$ cat src/common/air_pkg.sv
/*
 * air_pkg: register indices, field positions, reset values and widths for
 * the converter event flag and result register bank.
 * Assumes a 32-bit APB with one register per aligned word, byte address =
 * four times the register index.
 */
`default_nettype none

package air_pkg;

	localparam int AIR_ADDR_W = 12;
	localparam int AIR_NSRC   = 5;

	// register indices; byte address is index times four
	localparam logic [7:0] AIR_IDX_FLAGS   = 8'hE7;
	localparam logic [7:0] AIR_IDX_ENABLES = 8'hE8;
	localparam logic [7:0] AIR_IDX_THR_LO  = 8'hE9;
	localparam logic [7:0] AIR_IDX_THR_HI  = 8'hEA;
	localparam logic [7:0] AIR_IDX_VI_LO   = 8'hF1;
	localparam logic [7:0] AIR_IDX_VI_HI   = 8'hF2;
	localparam logic [7:0] AIR_IDX_VA_B0   = 8'hF3;
	localparam logic [7:0] AIR_IDX_VA_B1   = 8'hF4;
	localparam logic [7:0] AIR_IDX_VA_B2   = 8'hF5;
	localparam logic [7:0] AIR_IDX_VA_B3   = 8'hF6;
	localparam logic [7:0] AIR_IDX_CMP_CTL = 8'hF8;
	localparam logic [7:0] AIR_IDX_STATUS  = 8'hF9;

	// event sources in source order: 0 curr inst, 1 curr acc, 2 regular
	// current, 3 volt inst, 4 volt acc; bit positions in the flag byte
	localparam int AIR_POS_CURR_INST = 0;
	localparam int AIR_POS_CURR_ACC  = 1;
	localparam int AIR_POS_REG_CURR  = 2;
	localparam int AIR_POS_VOLT_INST = 4;
	localparam int AIR_POS_VOLT_ACC  = 5;
	localparam logic [7:0] AIR_FLAG_MASK = 8'h37;

	// threshold bit 15 reads zero
	localparam logic [7:0] AIR_THR_HI_MASK = 8'h7F;

	// accumulated voltage result: 17 bits at 31:15
	localparam int AIR_VA_W   = 17;
	localparam int AIR_VA_LSB = 15;

	// comparator control: mode at 5:4, count limit at 3:0
	localparam int AIR_CMP_MODE_LSB = 4;
	localparam logic [1:0] AIR_MODE_RESET = 2'h1;
	localparam logic [1:0] AIR_MODE_UPDN  = 2'h2;

	// status: inst read busy at 0, acc read busy at 1
	localparam int AIR_ST_INST_BUSY = 0;
	localparam int AIR_ST_ACC_BUSY  = 1;

	localparam logic [7:0]  AIR_RST_BYTE = 8'h00;
	localparam logic [31:0] AIR_RST_WORD = 32'h0000_0000;

endpackage

`default_nettype wire

$ cat src/verilog/air_regs.sv
/*
 * air_regs: event flags and enables, regular current threshold and
 * comparator, voltage converter result registers with read freeze, on an
 * APB slave with zero wait states.
 * Assumes converter strobes, result data and the vector logic run on the
 * same clock, each done strobe lasting one cycle, so no synchroniser is
 * placed on them; a strobe from another clock needs one outside this block.
 */
// Implementation choice: the APB interface to the registers.
`default_nettype none

// Behaviour
// - volt accumulated update sets flag bit 5
// - volt instantaneous update sets flag bit 4
// - regular current condition sets flag bit 2
// - current accumulated done sets flag bit 1
// - current instantaneous done sets flag bit 0
// - vector acknowledge clears its flag
// - writing one clears flag, zero keeps
// - request needs flag, enable and global enable
// - enables sit at their flag positions
// - bits 7, 6, 3 reserved, read zero
// - 16-bit threshold, bit 15 reads zero
// - threshold judges accumulated current samples
// - volt instantaneous result in two bytes
// - low byte read freezes until high read
// - instantaneous busy flag high during read
// - accumulated result at 31:15, rest zero
// - lower byte read freezes until top read
// - accumulated busy flag high during read
// - mode 01 resets, 10 counts down
// - condition when count reaches limit plus one
module air_regs
	import air_pkg::*;
(
	input  wire logic                  clock,
	input  wire logic                  reset_n,
	input  wire logic                  psel,
	input  wire logic                  penable,
	input  wire logic                  pwrite,
	input  wire logic [AIR_ADDR_W-1:0] paddr,
	input  wire logic [31:0]           pwdata,
	input  wire logic [3:0]            pstrb,
	output logic                       pready,
	output logic [31:0]                prdata,
	output logic                       pslverr,
	input  wire logic                  curr_inst_done,
	input  wire logic                  curr_acc_done,
	input  wire logic signed [17:0]    curr_acc_value,
	input  wire logic                  volt_inst_done,
	input  wire logic [15:0]           volt_inst_value,
	input  wire logic                  volt_acc_done,
	input  wire logic [16:0]           volt_acc_value,
	input  wire logic                  global_irq_enable,
	input  wire logic [AIR_NSRC-1:0]   irq_ack,
	output logic [AIR_NSRC-1:0]        irq_req,
	output logic                       volt_inst_read_busy,
	output logic                       volt_acc_read_busy
);

	// one register per aligned word; low address bits must be zero
	function automatic logic hit(input logic [AIR_ADDR_W-1:0] a, input logic [7:0] idx);
		hit = (a == {2'b00, idx, 2'b00});
	endfunction

	localparam int SRC_POS [AIR_NSRC] = '{AIR_POS_CURR_INST, AIR_POS_CURR_ACC,
		AIR_POS_REG_CURR, AIR_POS_VOLT_INST, AIR_POS_VOLT_ACC};

	logic [AIR_NSRC-1:0]    flag_r;
	logic [AIR_NSRC-1:0]    enable_r;
	logic [14:0]            thr_r;
	logic [5:0]             cmp_ctl_r;
	logic [15:0]            vi_r;
	logic [AIR_VA_W-1:0]    va_r;
	logic                   vi_lock_r;
	logic                   va_lock_r;
	logic [4:0]             rc_cnt_r;
	logic [4:0]             rc_cnt_nxt;
	logic                   pready_r;
	logic                   pslverr_r;
	logic [31:0]            prdata_r;
	logic [AIR_NSRC-1:0]    irq_r;

	// bus phases: reads act at setup, writes at the completing access edge
	wire setup_rd  = psel & ~penable & ~pwrite;
	wire access_wr = psel & penable & pwrite & pready_r & pstrb[0];

	wire sel_flags = hit(paddr, AIR_IDX_FLAGS);
	wire sel_en    = hit(paddr, AIR_IDX_ENABLES);
	wire sel_thl   = hit(paddr, AIR_IDX_THR_LO);
	wire sel_thh   = hit(paddr, AIR_IDX_THR_HI);
	wire sel_vil   = hit(paddr, AIR_IDX_VI_LO);
	wire sel_vih   = hit(paddr, AIR_IDX_VI_HI);
	wire sel_va0   = hit(paddr, AIR_IDX_VA_B0);
	wire sel_va1   = hit(paddr, AIR_IDX_VA_B1);
	wire sel_va2   = hit(paddr, AIR_IDX_VA_B2);
	wire sel_va3   = hit(paddr, AIR_IDX_VA_B3);
	wire sel_cmp   = hit(paddr, AIR_IDX_CMP_CTL);
	wire sel_st    = hit(paddr, AIR_IDX_STATUS);
	wire mapped    = sel_flags | sel_en | sel_thl | sel_thh | sel_vil | sel_vih
		| sel_va0 | sel_va1 | sel_va2 | sel_va3 | sel_cmp | sel_st;

	wire [7:0] wbyte = pwdata[7:0];

	// spread source-ordered bits onto their byte positions
	logic [7:0] flag_byte;
	logic [7:0] en_byte;
	logic [AIR_NSRC-1:0] w1c;
	genvar gi;
	generate
		for (gi = 0; gi < AIR_NSRC; gi++) begin : g_src
			assign flag_byte[SRC_POS[gi]] = flag_r[gi];
			assign en_byte[SRC_POS[gi]]   = enable_r[gi];
			assign w1c[gi] = access_wr & sel_flags & wbyte[SRC_POS[gi]];
		end
	endgenerate
	assign flag_byte[7:6] = 2'b00;
	assign flag_byte[3]   = 1'b0;
	assign en_byte[7:6]   = 2'b00;
	assign en_byte[3]     = 1'b0;

	// freeze: lock taken at the setup of a lower-byte read, freed by the top;
	// the taking edge already blocks the update, or the bytes would mismatch
	wire vi_lock_take = setup_rd & sel_vil;
	wire vi_lock_free = setup_rd & sel_vih;
	wire va_lock_take = setup_rd & (sel_va0 | sel_va1 | sel_va2);
	wire va_lock_free = setup_rd & sel_va3;
	wire vi_update    = volt_inst_done & ~vi_lock_r & ~vi_lock_take;
	wire va_update    = volt_acc_done & ~va_lock_r & ~va_lock_take;

	// comparator: accumulated current against the unsigned threshold
	wire [1:0] rc_mode  = cmp_ctl_r[AIR_CMP_MODE_LSB +: 2];
	wire [4:0] rc_limit = {1'b0, cmp_ctl_r[3:0]} + 5'h01;
	wire rc_above = curr_acc_value > $signed({3'b000, thr_r});
	wire rc_on    = (rc_mode == AIR_MODE_RESET) | (rc_mode == AIR_MODE_UPDN);
	wire rc_hit   = curr_acc_done & rc_on & rc_above & ((rc_cnt_r + 5'h01) == rc_limit);

	// disabled or reserved mode holds the counter at zero
	always_comb begin
		rc_cnt_nxt = rc_cnt_r;
		if (!rc_on) begin
			rc_cnt_nxt = 5'h00;
		end else if (curr_acc_done) begin
			if (rc_hit) begin
				rc_cnt_nxt = 5'h00;
			end else if (rc_above) begin
				rc_cnt_nxt = rc_cnt_r + 5'h01;
			end else if (rc_mode == AIR_MODE_RESET) begin
				rc_cnt_nxt = 5'h00;
			end else if (rc_cnt_r != 5'h00) begin
				rc_cnt_nxt = rc_cnt_r - 5'h01;
			end
		end
	end

	wire [AIR_NSRC-1:0] set_ev = {va_update, vi_update, rc_hit, curr_acc_done,
		curr_inst_done};

	// set beats both clears so an event is never lost
	wire [AIR_NSRC-1:0] flag_nxt;
	generate
		for (gi = 0; gi < AIR_NSRC; gi++) begin : g_flag
			assign flag_nxt[gi] = set_ev[gi] | (flag_r[gi] & ~w1c[gi] & ~irq_ack[gi]);
		end
	endgenerate

	wire [31:0] va_word = {va_r, {AIR_VA_LSB{1'b0}}};

	logic [7:0] rd_byte;
	always_comb begin
		rd_byte = AIR_RST_BYTE;
		if (sel_flags)
			rd_byte = flag_byte;
		else if (sel_en)
			rd_byte = en_byte;
		else if (sel_thl)
			rd_byte = thr_r[7:0];
		else if (sel_thh)
			rd_byte = {1'b0, thr_r[14:8]};
		else if (sel_vil)
			rd_byte = vi_r[7:0];
		else if (sel_vih)
			rd_byte = vi_r[15:8];
		else if (sel_va0)
			rd_byte = va_word[7:0];
		else if (sel_va1)
			rd_byte = va_word[15:8];
		else if (sel_va2)
			rd_byte = va_word[23:16];
		else if (sel_va3)
			rd_byte = va_word[31:24];
		else if (sel_cmp)
			rd_byte = {2'b00, cmp_ctl_r};
		else if (sel_st)
			rd_byte = {6'h00, va_lock_r, vi_lock_r};
	end

	// write strobes and next values; the flops below only copy them
	wire wr_en  = access_wr & sel_en;
	wire wr_thl = access_wr & sel_thl;
	wire wr_thh = access_wr & sel_thh;
	wire wr_cmp = access_wr & sel_cmp;

	wire [AIR_NSRC-1:0] en_wdata    = {wbyte[AIR_POS_VOLT_ACC], wbyte[AIR_POS_VOLT_INST],
		wbyte[AIR_POS_REG_CURR], wbyte[AIR_POS_CURR_ACC], wbyte[AIR_POS_CURR_INST]};
	wire [AIR_NSRC-1:0] enable_nxt  = wr_en ? en_wdata : enable_r;
	wire [7:0]          thr_lo_nxt  = wr_thl ? wbyte : thr_r[7:0];
	wire [6:0]          thr_hi_nxt  = wr_thh ? wbyte[6:0] : thr_r[14:8];
	wire [5:0]          cmp_ctl_nxt = wr_cmp ? wbyte[5:0] : cmp_ctl_r;
	wire [15:0]         vi_nxt      = vi_update ? volt_inst_value : vi_r;
	wire [AIR_VA_W-1:0] va_nxt      = va_update ? volt_acc_value : va_r;
	wire                vi_lock_nxt = vi_lock_take | (vi_lock_r & ~vi_lock_free);
	wire                va_lock_nxt = va_lock_take | (va_lock_r & ~va_lock_free);

	// APB answer: pready in the first access cycle, no wait states
	wire                pready_nxt  = psel & ~penable;
	wire                pslverr_nxt = psel & ~penable & ~mapped;
	wire [31:0]         prdata_nxt  = setup_rd ? {24'h00_0000, rd_byte} : AIR_RST_WORD;

	// request follows the next flag value, so request and flag show together
	wire [AIR_NSRC-1:0] irq_gate    = enable_r & {AIR_NSRC{global_irq_enable}};
	wire [AIR_NSRC-1:0] irq_nxt     = flag_nxt & irq_gate;

	always_ff @(posedge clock or negedge reset_n) begin
		if (!reset_n) begin
			pready_r <= 1'h0;
		end else begin
			pready_r <= pready_nxt;
		end
	end

	always_ff @(posedge clock or negedge reset_n) begin
		if (!reset_n) begin
			pslverr_r <= 1'h0;
		end else begin
			pslverr_r <= pslverr_nxt;
		end
	end

	always_ff @(posedge clock or negedge reset_n) begin
		if (!reset_n) begin
			prdata_r <= AIR_RST_WORD;
		end else begin
			prdata_r <= prdata_nxt;
		end
	end

	// flags: a set and a clear on one edge keep the flag
	always_ff @(posedge clock or negedge reset_n) begin
		if (!reset_n) begin
			flag_r <= 5'h00;
		end else begin
			flag_r <= flag_nxt;
		end
	end

	always_ff @(posedge clock or negedge reset_n) begin
		if (!reset_n) begin
			enable_r <= 5'h00;
		end else begin
			enable_r <= enable_nxt;
		end
	end

	always_ff @(posedge clock or negedge reset_n) begin
		if (!reset_n) begin
			thr_r <= 15'h0000;
		end else begin
			thr_r <= {thr_hi_nxt, thr_lo_nxt};
		end
	end

	always_ff @(posedge clock or negedge reset_n) begin
		if (!reset_n) begin
			cmp_ctl_r <= 6'h00;
		end else begin
			cmp_ctl_r <= cmp_ctl_nxt;
		end
	end

	// counter restarts after each condition
	always_ff @(posedge clock or negedge reset_n) begin
		if (!reset_n) begin
			rc_cnt_r <= 5'h00;
		end else begin
			rc_cnt_r <= rc_cnt_nxt;
		end
	end

	// results take no bus writes, only converter data
	always_ff @(posedge clock or negedge reset_n) begin
		if (!reset_n) begin
			vi_r <= 16'h0000;
		end else begin
			vi_r <= vi_nxt;
		end
	end

	always_ff @(posedge clock or negedge reset_n) begin
		if (!reset_n) begin
			va_r <= 17'h00000;
		end else begin
			va_r <= va_nxt;
		end
	end

	// a top read with no lower read before it leaves the lock clear
	always_ff @(posedge clock or negedge reset_n) begin
		if (!reset_n) begin
			vi_lock_r <= 1'h0;
		end else begin
			vi_lock_r <= vi_lock_nxt;
		end
	end

	always_ff @(posedge clock or negedge reset_n) begin
		if (!reset_n) begin
			va_lock_r <= 1'h0;
		end else begin
			va_lock_r <= va_lock_nxt;
		end
	end

	always_ff @(posedge clock or negedge reset_n) begin
		if (!reset_n) begin
			irq_r <= 5'h00;
		end else begin
			irq_r <= irq_nxt;
		end
	end

	assign pready              = pready_r;
	assign pslverr             = pslverr_r;
	assign prdata              = prdata_r;
	assign irq_req             = irq_r;
	assign volt_inst_read_busy = vi_lock_r;
	assign volt_acc_read_busy  = va_lock_r;

endmodule

`default_nettype wire

$ cat config.mk
export PLATFORM = sky130hd
export DESIGN_NAME = air_regs
export DESIGN_NICKNAME = d
export VERILOG_FILES = /design/src/common/air_pkg.sv /design/src/verilog/air_regs.sv
export SDC_FILE = /design/constraint.sdc
export NUM_CORES = 1
export LEC_CHECK = 0
export ABC_AREA = 1
export BUFFER_PORTS_ARGS = -buffer_cell sky130_fd_sc_hd__buf_4
export CORE_MARGIN = 10
export CORE_UTILIZATION = 50
export DETAILED_ROUTE_END_ITERATION = 10
export GPL_ROUTABILITY_DRIVEN = 1
export PLACE_DENSITY = 0.78
export SYNTH_ARGS = -nofsm -noshare
export SYNTH_HDL_FRONTEND = slang
export SYNTH_SLANG_ARGS = --single-unit
$ cat constraint.sdc
create_clock -name clock -period 4.95 [get_ports clock]
set_clock_uncertainty 0.1 [all_clocks]
set_input_delay 0.2475 -clock clock [delete_from_list [all_inputs] [get_ports clock]]
set_output_delay 0.2475 -clock clock [all_outputs]
set_load 0.01 [all_outputs]
# Word level (Yosys, flattened, before mapping)

Index checks and enable logic that the tools add are counted.

$lt $le $gt $ge: 1
Divide/modulo/power cells: 0
Add/sub/neg operators: 3
Reductions and logical operators: 2
Bitwise operators: 82
Mux-type cells: 19
Shift operators: 0
Multiply operators: 0
Eq/ne operators: 17

Operators with widths:

| cell                   | count |
|---|---|
| $eq A12 B10 Y1 const B | 12 |
| $mux W8                | 11 |
| $and A1 B1 Y1          | 40 |
| $mux W5                | 6 |
| $or A1 B1 Y1           | 21 |
| $not A1 Y1             | 19 |
| $gt A18 B16 Y1         | 1 |
| $and A5 B5 Y5          | 2 |
| $mux W6                | 1 |
| $add A4 B1 Y5 const B  | 1 |
| $add A5 B1 Y5 const B  | 1 |
| $eq A5 B5 Y1           | 1 |
| $ne A5 B2 Y1 const B   | 1 |
| $reduce_bool A5 Y1     | 1 |
| $sub A5 B1 Y5 const B  | 1 |
| $eq A2 B1 Y1 const B   | 1 |
| $eq A2 B2 Y1 const B   | 1 |
| $mux W2                | 1 |
| $ne A2 B2 Y1 const B   | 1 |
| $reduce_and A2 Y1      | 1 |

Memory bits (writable): 0
Bits in latches: 0
Logic and storage cells: 138
Flip-flop bits (word level): 86
ROM bits: 0
Memories kept: 0

# Logic depth before layout (Yosys ltp)

Gate-level depths: netlist of the first run.

Word-level depth: 14
Mapped depth: 16

# Least setup slack after synthesis of the first run

OpenSTA, ideal clock, no wires.

Path type: flip-flop to flip-flop
From: register thr_r[14]
To: register rc_cnt_r[0]
Required time: 4.785 ns
Setup time: 0.065 ns
Slack: 3.053 ns
Arrival time: 1.732 ns
Buffers on the path: 0
Stages on the path, launching flop included: 15
Path through: dfrtp_1 > inv_1 > ha_1 > inv_1 > nor2_1 > nand2_1 > nor2_1 > nand3b_1 > nand3_1 > nand2_2 > nand2_1 > nand2_1 > nor2_1 > nand2_1 > nand2_1

Word-level cells in the longest chain between the ends: 6
Elaborated cells on any way between the ends: 9

Ends and longest elaborated chain:

| element                     | RTL line        | RTL |
|---|---|---|
| from (decl)                 | air_regs.sv:71  | `logic [14:0] thr_r;` |
| from (signal assigned)      | air_regs.sv:269 | `thr_r <= {thr_hi_nxt, thr_lo_nxt};` |
| $gt A18 B16 Y1 *            | air_regs.sv:134 | `wire rc_above = curr_acc_value > $signed({3'b000, thr_r});` |
| $and A1 B1 Y1 (2 in series) | air_regs.sv:136 | `wire rc_hit = curr_acc_done & rc_on & rc_above & ((rc_cnt_r + 5'h01) == rc_limit);` |
| $mux W5                     | air_regs.sv:144 | `if (rc_hit) begin` |
| $mux W5                     | air_regs.sv:143 | `end else if (curr_acc_done) begin` |
| $mux W5                     | air_regs.sv:141 | `if (!rc_on) begin` |
| to (signal assigned)        | air_regs.sv:286 | `rc_cnt_r <= rc_cnt_nxt;` |
| to (decl)                   | air_regs.sv:77  | `logic [4:0] rc_cnt_r;` |

Mark *: on every way between the ends. The rest lies on a longest branch, timed or not. The select of a mux whose other input is x is not followed.
A chain may end at the register's enable or synchronous reset.

# Worst setup path in the final report of the first run

From: input port penable
To: register irq_r[4], in the netlist irq_req[4]

Elaborated cells on any way between the ends: 17

RTL lines:

| element               | RTL line        | RTL |
|---|---|---|
| from (decl)           | air_regs.sv:39  | `input wire logic penable,` |
| $not A1 Y1            | --              |  |
| $and A1 B1 Y1         | --              |  |
| named net pready_nxt  | air_regs.sv:216 | `wire pready_nxt = psel & ~penable;` |
| $and A1 B1 Y1         | air_regs.sv:85  | `wire setup_rd = psel & ~penable & ~pwrite;` |
| $and A1 B1 Y1         | air_regs.sv:126 | `wire va_lock_take = setup_rd & (sel_va0 \| sel_va1 \| sel_va2);` |
| $not A1 Y1            | air_regs.sv:129 | `wire va_update = volt_acc_done & ~va_lock_r & ~va_lock_take;` |
| $and A1 B1 Y1         | air_regs.sv:129 |  |
| $or A1 B1 Y1          | air_regs.sv:163 | `assign flag_nxt[gi] = set_ev[gi] \| (flag_r[gi] & ~w1c[gi] & ~irq_ack[gi]);` |
| named net flag_nxt[4] | air_regs.sv:160 | `wire [AIR_NSRC-1:0] flag_nxt;` |
| $and A5 B5 Y5         | air_regs.sv:222 | `wire [AIR_NSRC-1:0] irq_nxt = flag_nxt & irq_gate;` |
| named net irq_nxt[4]  | air_regs.sv:222 |  |
| to (signal assigned)  | air_regs.sv:328 | `irq_r <= irq_nxt;` |
| to (decl)             | air_regs.sv:82  | `logic [AIR_NSRC-1:0] irq_r;` |

The timed path passes the listed nets, and every way through them passes these cells.

==> results of run 1 <==
[registers in the layout, summed over array words and instances (netlist names), 5 cells and up]
name / cells
thr_r: 15
vi_r: 16
flag_r: 5
rc_cnt_r: 5
cmp_ctl_r: 6
enable_r: 5
irq_req: 5
va_r: 17
prdata: 8
[synthesized netlist by cell type, types with 5 or more instances]
cell type / number / area (sq um)
nand2_1: 184 / 691
inv_1: 91 / 342
dfrtp_1: 86 / 2150
nor2_1: 56 / 210
nand3_1: 47 / 235
o21ai_0: 31 / 155
a21oi_1: 27 / 135
buf_4: 26 / 195
ha_1: 20 / 250
o21ai_1: 20 / 100
mux2_2: 17 / 191
nand4_1: 9 / 56.3
inv_2: 5 / 18.8
nand3b_1: 5 / 37.5
nor2_2: 5 / 31.3
o221ai_1: 5 / 43.8
[worst max-delay path, stage by stage]
cell and delay (ns):
dlygate4sd3_1 0.55, buf_4 0.14, nor2_1 0.22, nand2_1 0.19
inv_1 0.26, nand2_1 0.13, nand3b_2 0.54, nand2_1 0.13
and3_1 0.18
[how the worst min path moves through the flow]
| stage | startpoint | endpoint | slack, ns | depth (start not counted) |
|---|---|---|---|---|
| after detailed placement | curr_inst_done | flag_r[0] | 0.35 | 3 |
| after global placement | curr_inst_done | flag_r[0] | 0.35 | 3 |
| after floorplan | reset_n | cmp_ctl_r[0] | -0.15 | 0 |
| after global routing | volt_acc_value[7] | va_r[7] | 0.008 | 3 |
| after CTS | volt_inst_value[9] | vi_r[9] | 0.0004 | 2 |
| final | volt_inst_value[13] | vi_r[13] | 0.01 | 2 |
[cell families after synthesis]
logic type / Yosys count / synth area share [%]
buffers and inverters: 132 / 11.8
other: 1 / 0.0724
DFF: 86 / 41.6
and+or+nand+nor: 326 / 27.7
xor gates and xnor gates: 2 / 0.338
AOI/OAI and AO/OA: 94 / 9.91
adders and majority gates: 20 / 4.83
muxes: 17 / 3.70
[power by group through the flow]
stage	Combinational, mW	Clock (mW)	Sequential [mW]
after floorplan	0.0909	0	0.755
after global placement	0.159	0	0.759
after detailed placement	0.164	0	0.761
after CTS	0.177	0.516	0.747
after global routing	0.197	0.547	0.750
final	0.177	0.514	0.747
[per-layer routing]
metal,routed length [microns],vias up,global-route usage [%]
li1,-,2370,-
met5,0,-,0
met1,5970,2168,22.5
met2,7170,119,33.4
met4,248,0,6.78
met3,817,18,5.09
[area by class of cell]
cell class	count	area (sq um)	area share, %
inverter	96	360	5.67
timing repair buffer	123	973	15.3
clock inverter	4	45.0	0.709
clock buffer	12	155	2.44
sequential	86	2150	33.9
multi-input combinational	483	2500	39.3
tap	136	170	2.68
[repair_timing]
| item | CTS | global route |
|---|---|---|
| hold buffers | 20 | 0 |
| buffers inserted | 0 | 0 |
| endpoints found under the hold margin | 22 | 0 |
| endpoints found under the setup margin | 0 | 0 |
[per-stage QoR]
stage          total power [mW]  hold WS [ns]
6_report                   1.44        0.0129
5_1_grt                    1.49       0.00813
3_3_place_gp              0.918         0.345
2_1_floorplan             0.846        -0.148
4_1_cts                    1.44      0.000386
3_5_place_dp              0.925         0.347
==> reports/metrics.cfg, run 1 <==
[clock_tree]
cts_buffers = 9
postCtsResizedCells = 0
htreeDepth = 3
cts.sinks = 86
cts.clk_slew.worst_paths_ns = 0.09
clockBufferDepth = 2
clk-insertion-delay-late_ns = 0.37
cts_tree = yes
cts_root_buf = clkbuf_8

[global_routing]
grt_pass1_wl_microns = 23000
antenna_found_initial = 0
grt_max_degree = 87
grt_pass1_vias = 4772
grt_overflow = 0
grt_usage_pct = 19.3

[routing]
wl_per_cell_microns = 15.1
drt-initial-drc-count = 224
drt_first_pass_iters = 5
drt-vias-per-instance = 4.97
postRouteWirelength_microns = 14200
vias = 4675
route.detailed.drc = 0
antenna_left = 0

[finish]
nets = 933
final_common_cell = nand2_1
fin_cells = 940
utilization_pct = 62.4
drive_above_1_share_pct = 19.7
fin_area_sq_um = 6350
antenna_cells = 0
fillers = 938
syn_to_final_growth_pct = 22.7
most-common-layout-cells = nand2_1 (184), buf_4 (103), inv_1 (91)

[timing]
slew_headroom_pct = 27.2
fin_crit_sh_pct = 49.0
worst-slew-pin-transition_ns = 1.09
min_period_ns = 2.43
rsz0062_at_grt = no
setup_slack_ns = 2.52
final-hold-violation-count = 0
setup_tns_ns = 0
finalMaxSlewViolations = 0
setup_viol = 0
fmaxAchievable_ghz = 0.412

[worst_setup_path]
crit_path_max_fanout = 35
critPathCaptureType = flop
worstPathRequired_ns = 5.12
crit_type = in -> reg
r2r_cells = 13
rrSetupSlack_ns = 2.68
r2r-start = thr_r[8]
worstPathArrival_ns = 2.60
start_kind = input port
crit_start = penable
endpoint = irq_req[4]
r2r-end = rc_cnt_r[0]

[place]
post-place-ws_ns = 2.62
gp_congestion = 0.936
dpl-instance-area_sq_um = 5950
detailed_place_hpwl_microns = 11200
dpl.cell_count = 904
port_buffers = 103

[synth]
avgSynthCellArea_sq_um = 7.64
synth_cells = 678
synth_area_sq_um = 5180
synth_cell_type_count = 37
async_flop_share_pct = 100
synth_warnings = 0
ys_seq_area_share_pct = 41.6
synth_seq_cells = 86
ys.flop_type = dfrtp_1
synth_edf_count = 0

[pwr]
p_leak_nw = 3.30
power.switching_uw = 360
p_per_area_nw_per_um2 = 226
switching_share_pct = 25.0
ir_drop_v = 0.000241
comb_power_share_pct = 12.3
intPower_mw = 1.08
clock_power_share_pct = 35.7
pwr-share-seq_pct = 52.0

[die]
dieArea_sq_um = 14800
coreArea_sq_um = 10200
num_rows = 37
io_pins = 155
fp.dieW_microns = 122
start_util_pct = 50.8
die_h_microns = 122

[job]
maxCapViolCount = 0

[outcome]
run_status = completed

[hold_path]
hold_path_class = in -> reg

Power figures use the tool's default switching activity.
==> run 2, diff against run 1 <==
- ABC_AREA: 1 -> 0
- PLACE_DENSITY: 0.78 -> 0.79
- clock period: 4.95 -> 2.54 ns (I/O delays scaled with it)
==> run 2 against run 1 <==
  * The flow now finishes with violations (setup timing)
  * Worst setup slack got worse by 2.6 ns
  * Power rose by 140%
  * Combinational power rose to 4.8 times the previous value
  * Global-route usage rose by 1.2 points
  * Critical path depth rose by 1
  * Clock power rose by 96%
  * Count of clock-buffer cells in the layout fell by 2
  * Critical path type is now reg -> reg
  * Largest cell class unchanged
==> reports/metrics.cfg, run 2 <==
[routing]
vias = 4263
drt-vias-per-instance = 5.51
antenna_left = 0
wl_per_cell_microns = 19.1
drt_first_pass_iters = 7
route.detailed.drc = 0
drt-initial-drc-count = 370
postRouteWirelength_microns = 14800

[worst_setup_path]
worstPathArrival_ns = 2.85
crit_path_max_fanout = 5
crit_type = reg -> reg
worstPathRequired_ns = 2.74
r2r_cells = 10
critPathCaptureType = flop
start_kind = flop

[finish]
final_common_cell = buf_4
most-common-layout-cells = buf_4 (131), dfrtp_1 (86), dlygate4sd3_1 (51)
biggestRegsByFlops = va_r x17, vi_r x16, thr_r x15
fin_area_sq_um = 6740
nets = 772
largest_register = va_r
drive_above_1_share_pct = 36.1
syn_to_final_growth_pct = 38.9
fin_cells = 773
largest_reg_flops = 17

[die]
dieArea_sq_um = 14000
die_h_microns = 119
start_util_pct = 52.0
fp.dieW_microns = 119
num_rows = 35
io_pins = 155
coreArea_sq_um = 9330

[place]
dpl.cell_count = 696
gp_congestion = 0.917
detailed_place_hpwl_microns = 10500
post-place-ws_ns = -0.167
dpl-instance-area_sq_um = 5780
port_buffers = 103

[clock_tree]
htreeDepth = 3
clockBufferDepth = 2
cts_root_buf = clkbuf_8
cts_tree = yes
cts.sinks = 86
cts_buffers = 9
cts.clk_slew.worst_paths_ns = 0.09
clk-insertion-delay-late_ns = 0.36

[timing]
worst-slew-pin-transition_ns = 0.613
final-hold-violation-count = 0
slew_headroom_pct = 58.1
setup_viol = 5
fin_crit_sh_pct = 104
setup_slack_ns = -0.108
fmaxAchievable_ghz = 0.378
min_period_ns = 2.65
setup_tns_ns = -0.477
rsz0062_at_grt = yes
finalMaxSlewViolations = 0

[synth]
avgSynthCellArea_sq_um = 10.5
yosysTopAreaCell = dfrtp_1
yosysTopAreaCellShare_pct = 44.3
async_flop_share_pct = 100
synth_seq_cells = 86
synth_common_cells = dfrtp_1 (86), nand2_1 (42), mux2_2 (33)
synth_area_sq_um = 4850
synth_fa_ha_area_share_pct = 5.16
synth_compound_area_share_pct = 11.2
synth_cell_type_count = 60
synthMuxAreaShare_pct = 14.7
synth_warnings = 0
synth_most_common_cell = dfrtp_1
ys.flop_type = dfrtp_1
synth_cells = 461
synth-xor-area-share_pct = 1.99
synth_edf_count = 0
synth_top_family_by_area = simple AND/OR/NAND/NOR gates
synth_simple_gate_area_share_pct = 15.0
ys_seq_area_share_pct = 44.3
synthTopCellsByArea = dfrtp_1 (44%), mux2_2 (7.7%), ha_1 (5.2%), buf_4 (4.2%), mux2i_1 (3.3%)

[global_routing]
grt_pass1_wl_microns = 23600
grt_overflow = 0
grt_pass1_vias = 4548
gr-usage-met2_pct = 35.2
grt_use_met3_pct = 5.43
grt_busiest_layer = met2
grt_usage_pct = 20.5
grt_max_degree = 47
grt_use_met1_pct = 23.9
antenna_found_initial = 1

[pwr]
p_per_area_nw_per_um2 = 508
power.total_mw = 3.42
ir_drop_v = 0.000371
p_leak_nw = 3.16

[hold_path]
min_path_cells = 3
hold_path_class = in -> reg

[job]
maxCapViolCount = 0

[outcome]
violations = setup timing
run_status = complete, but fails checks

[run 2: cell count changes after synthesis, sizes merged, moves of 14 or more]
cell / delta
nand2: -143
mux2i: +16
nand3: -41
nor2: -46
nor3: +14
mux2: +29
o21ai: -24
a21oi: -14
inv: -70
o22ai: +15
[run 2: timing repair]
| item | CTS | global route |
|---|---|---|
| endpoints found under the setup margin | 5 | 6 |
| hold buffers | 51 | 0 |
| setup buffers | 7 | 2 |
| cloned | 0 | 0 |
| endpoints found under the hold margin | 112 | 0 |
| pin swaps | 11 | 1 |
| gates resized for setup | 20 | 7 |
[run 2: logic make-up after synthesis]
family,Yosys count
compound gates,84
xor+xnor,11
fa+ha+maj,20
buf+inv,67
flops,86
mux,62
other cells,1
simple gates,130
[run 2: area by class of cell]
class	count	area, sq um
Antenna cell	1	2.50
Clock buffer	10	138
Clock inverter	6	68.8
Fill cell	646	2590
Inverter	26	97.6
Multi-Input combinational cell	331	2590
Sequential cell	86	2150
Tap cell	129	161
Timing Repair Buffer	184	1530
[run 2: power by group]
group	internal, mW	switching [mW]	total [mW]
logic	0.451	0.396	0.847
registers	1.47	0.105	1.57
clock network	0.488	0.518	1.01
total	2.40	1.02	3.42
[run 2: worst max-delay path: stages, from the launching register on]
cell and delay, ns:
dfrtp_1 0.38, inv_2 0.06, ha_4 0.26, a21oi_1 0.06, o21ai_0 0.33, a221oi_4 0.13
a221oi_2 0.32, buf_4 0.18, nor3_4 0.04, or4b_4 0.57, o21ai_2 0.14
[run 2: final timing paths]
path / startpoint / endpoint / slack (ns)
max: thr_r[7] / rc_cnt_r[0] / -0.11
max reg2reg: thr_r[7] / rc_cnt_r[0] / -0.11
min reg2reg: vi_r[13] / vi_r[13] / 0.40
min: irq_ack[2] / flag_r[2] / 0.01
min in group asynchronous: reset_n / thr_r[7] / 0.20
max in group asynchronous: reset_n / pready / 1.51
[run 2: per-stage QoR]
stage	hold WS (ns)	utilization, %
floorplan	-0.269	-
global placement	0.0460	62.0
detailed placement	0.0504	62.0
CTS	0.00299	71.7
global route	0.0181	72.3
finish	0.0104	72.3
[run 2: metal layers]
| layer | share of wire [%] | up-vias | wire (microns) |
|---|---|---|---|
| met5 | 0 | - | 0 |
| met4 | 3.5 | 0 | 511 |
| met3 | 7.7 | 52 | 1130 |
| met2 | 51 | 208 | 7480 |
| met1 | 38 | 2047 | 5660 |
| li1 | - | 1956 | - |
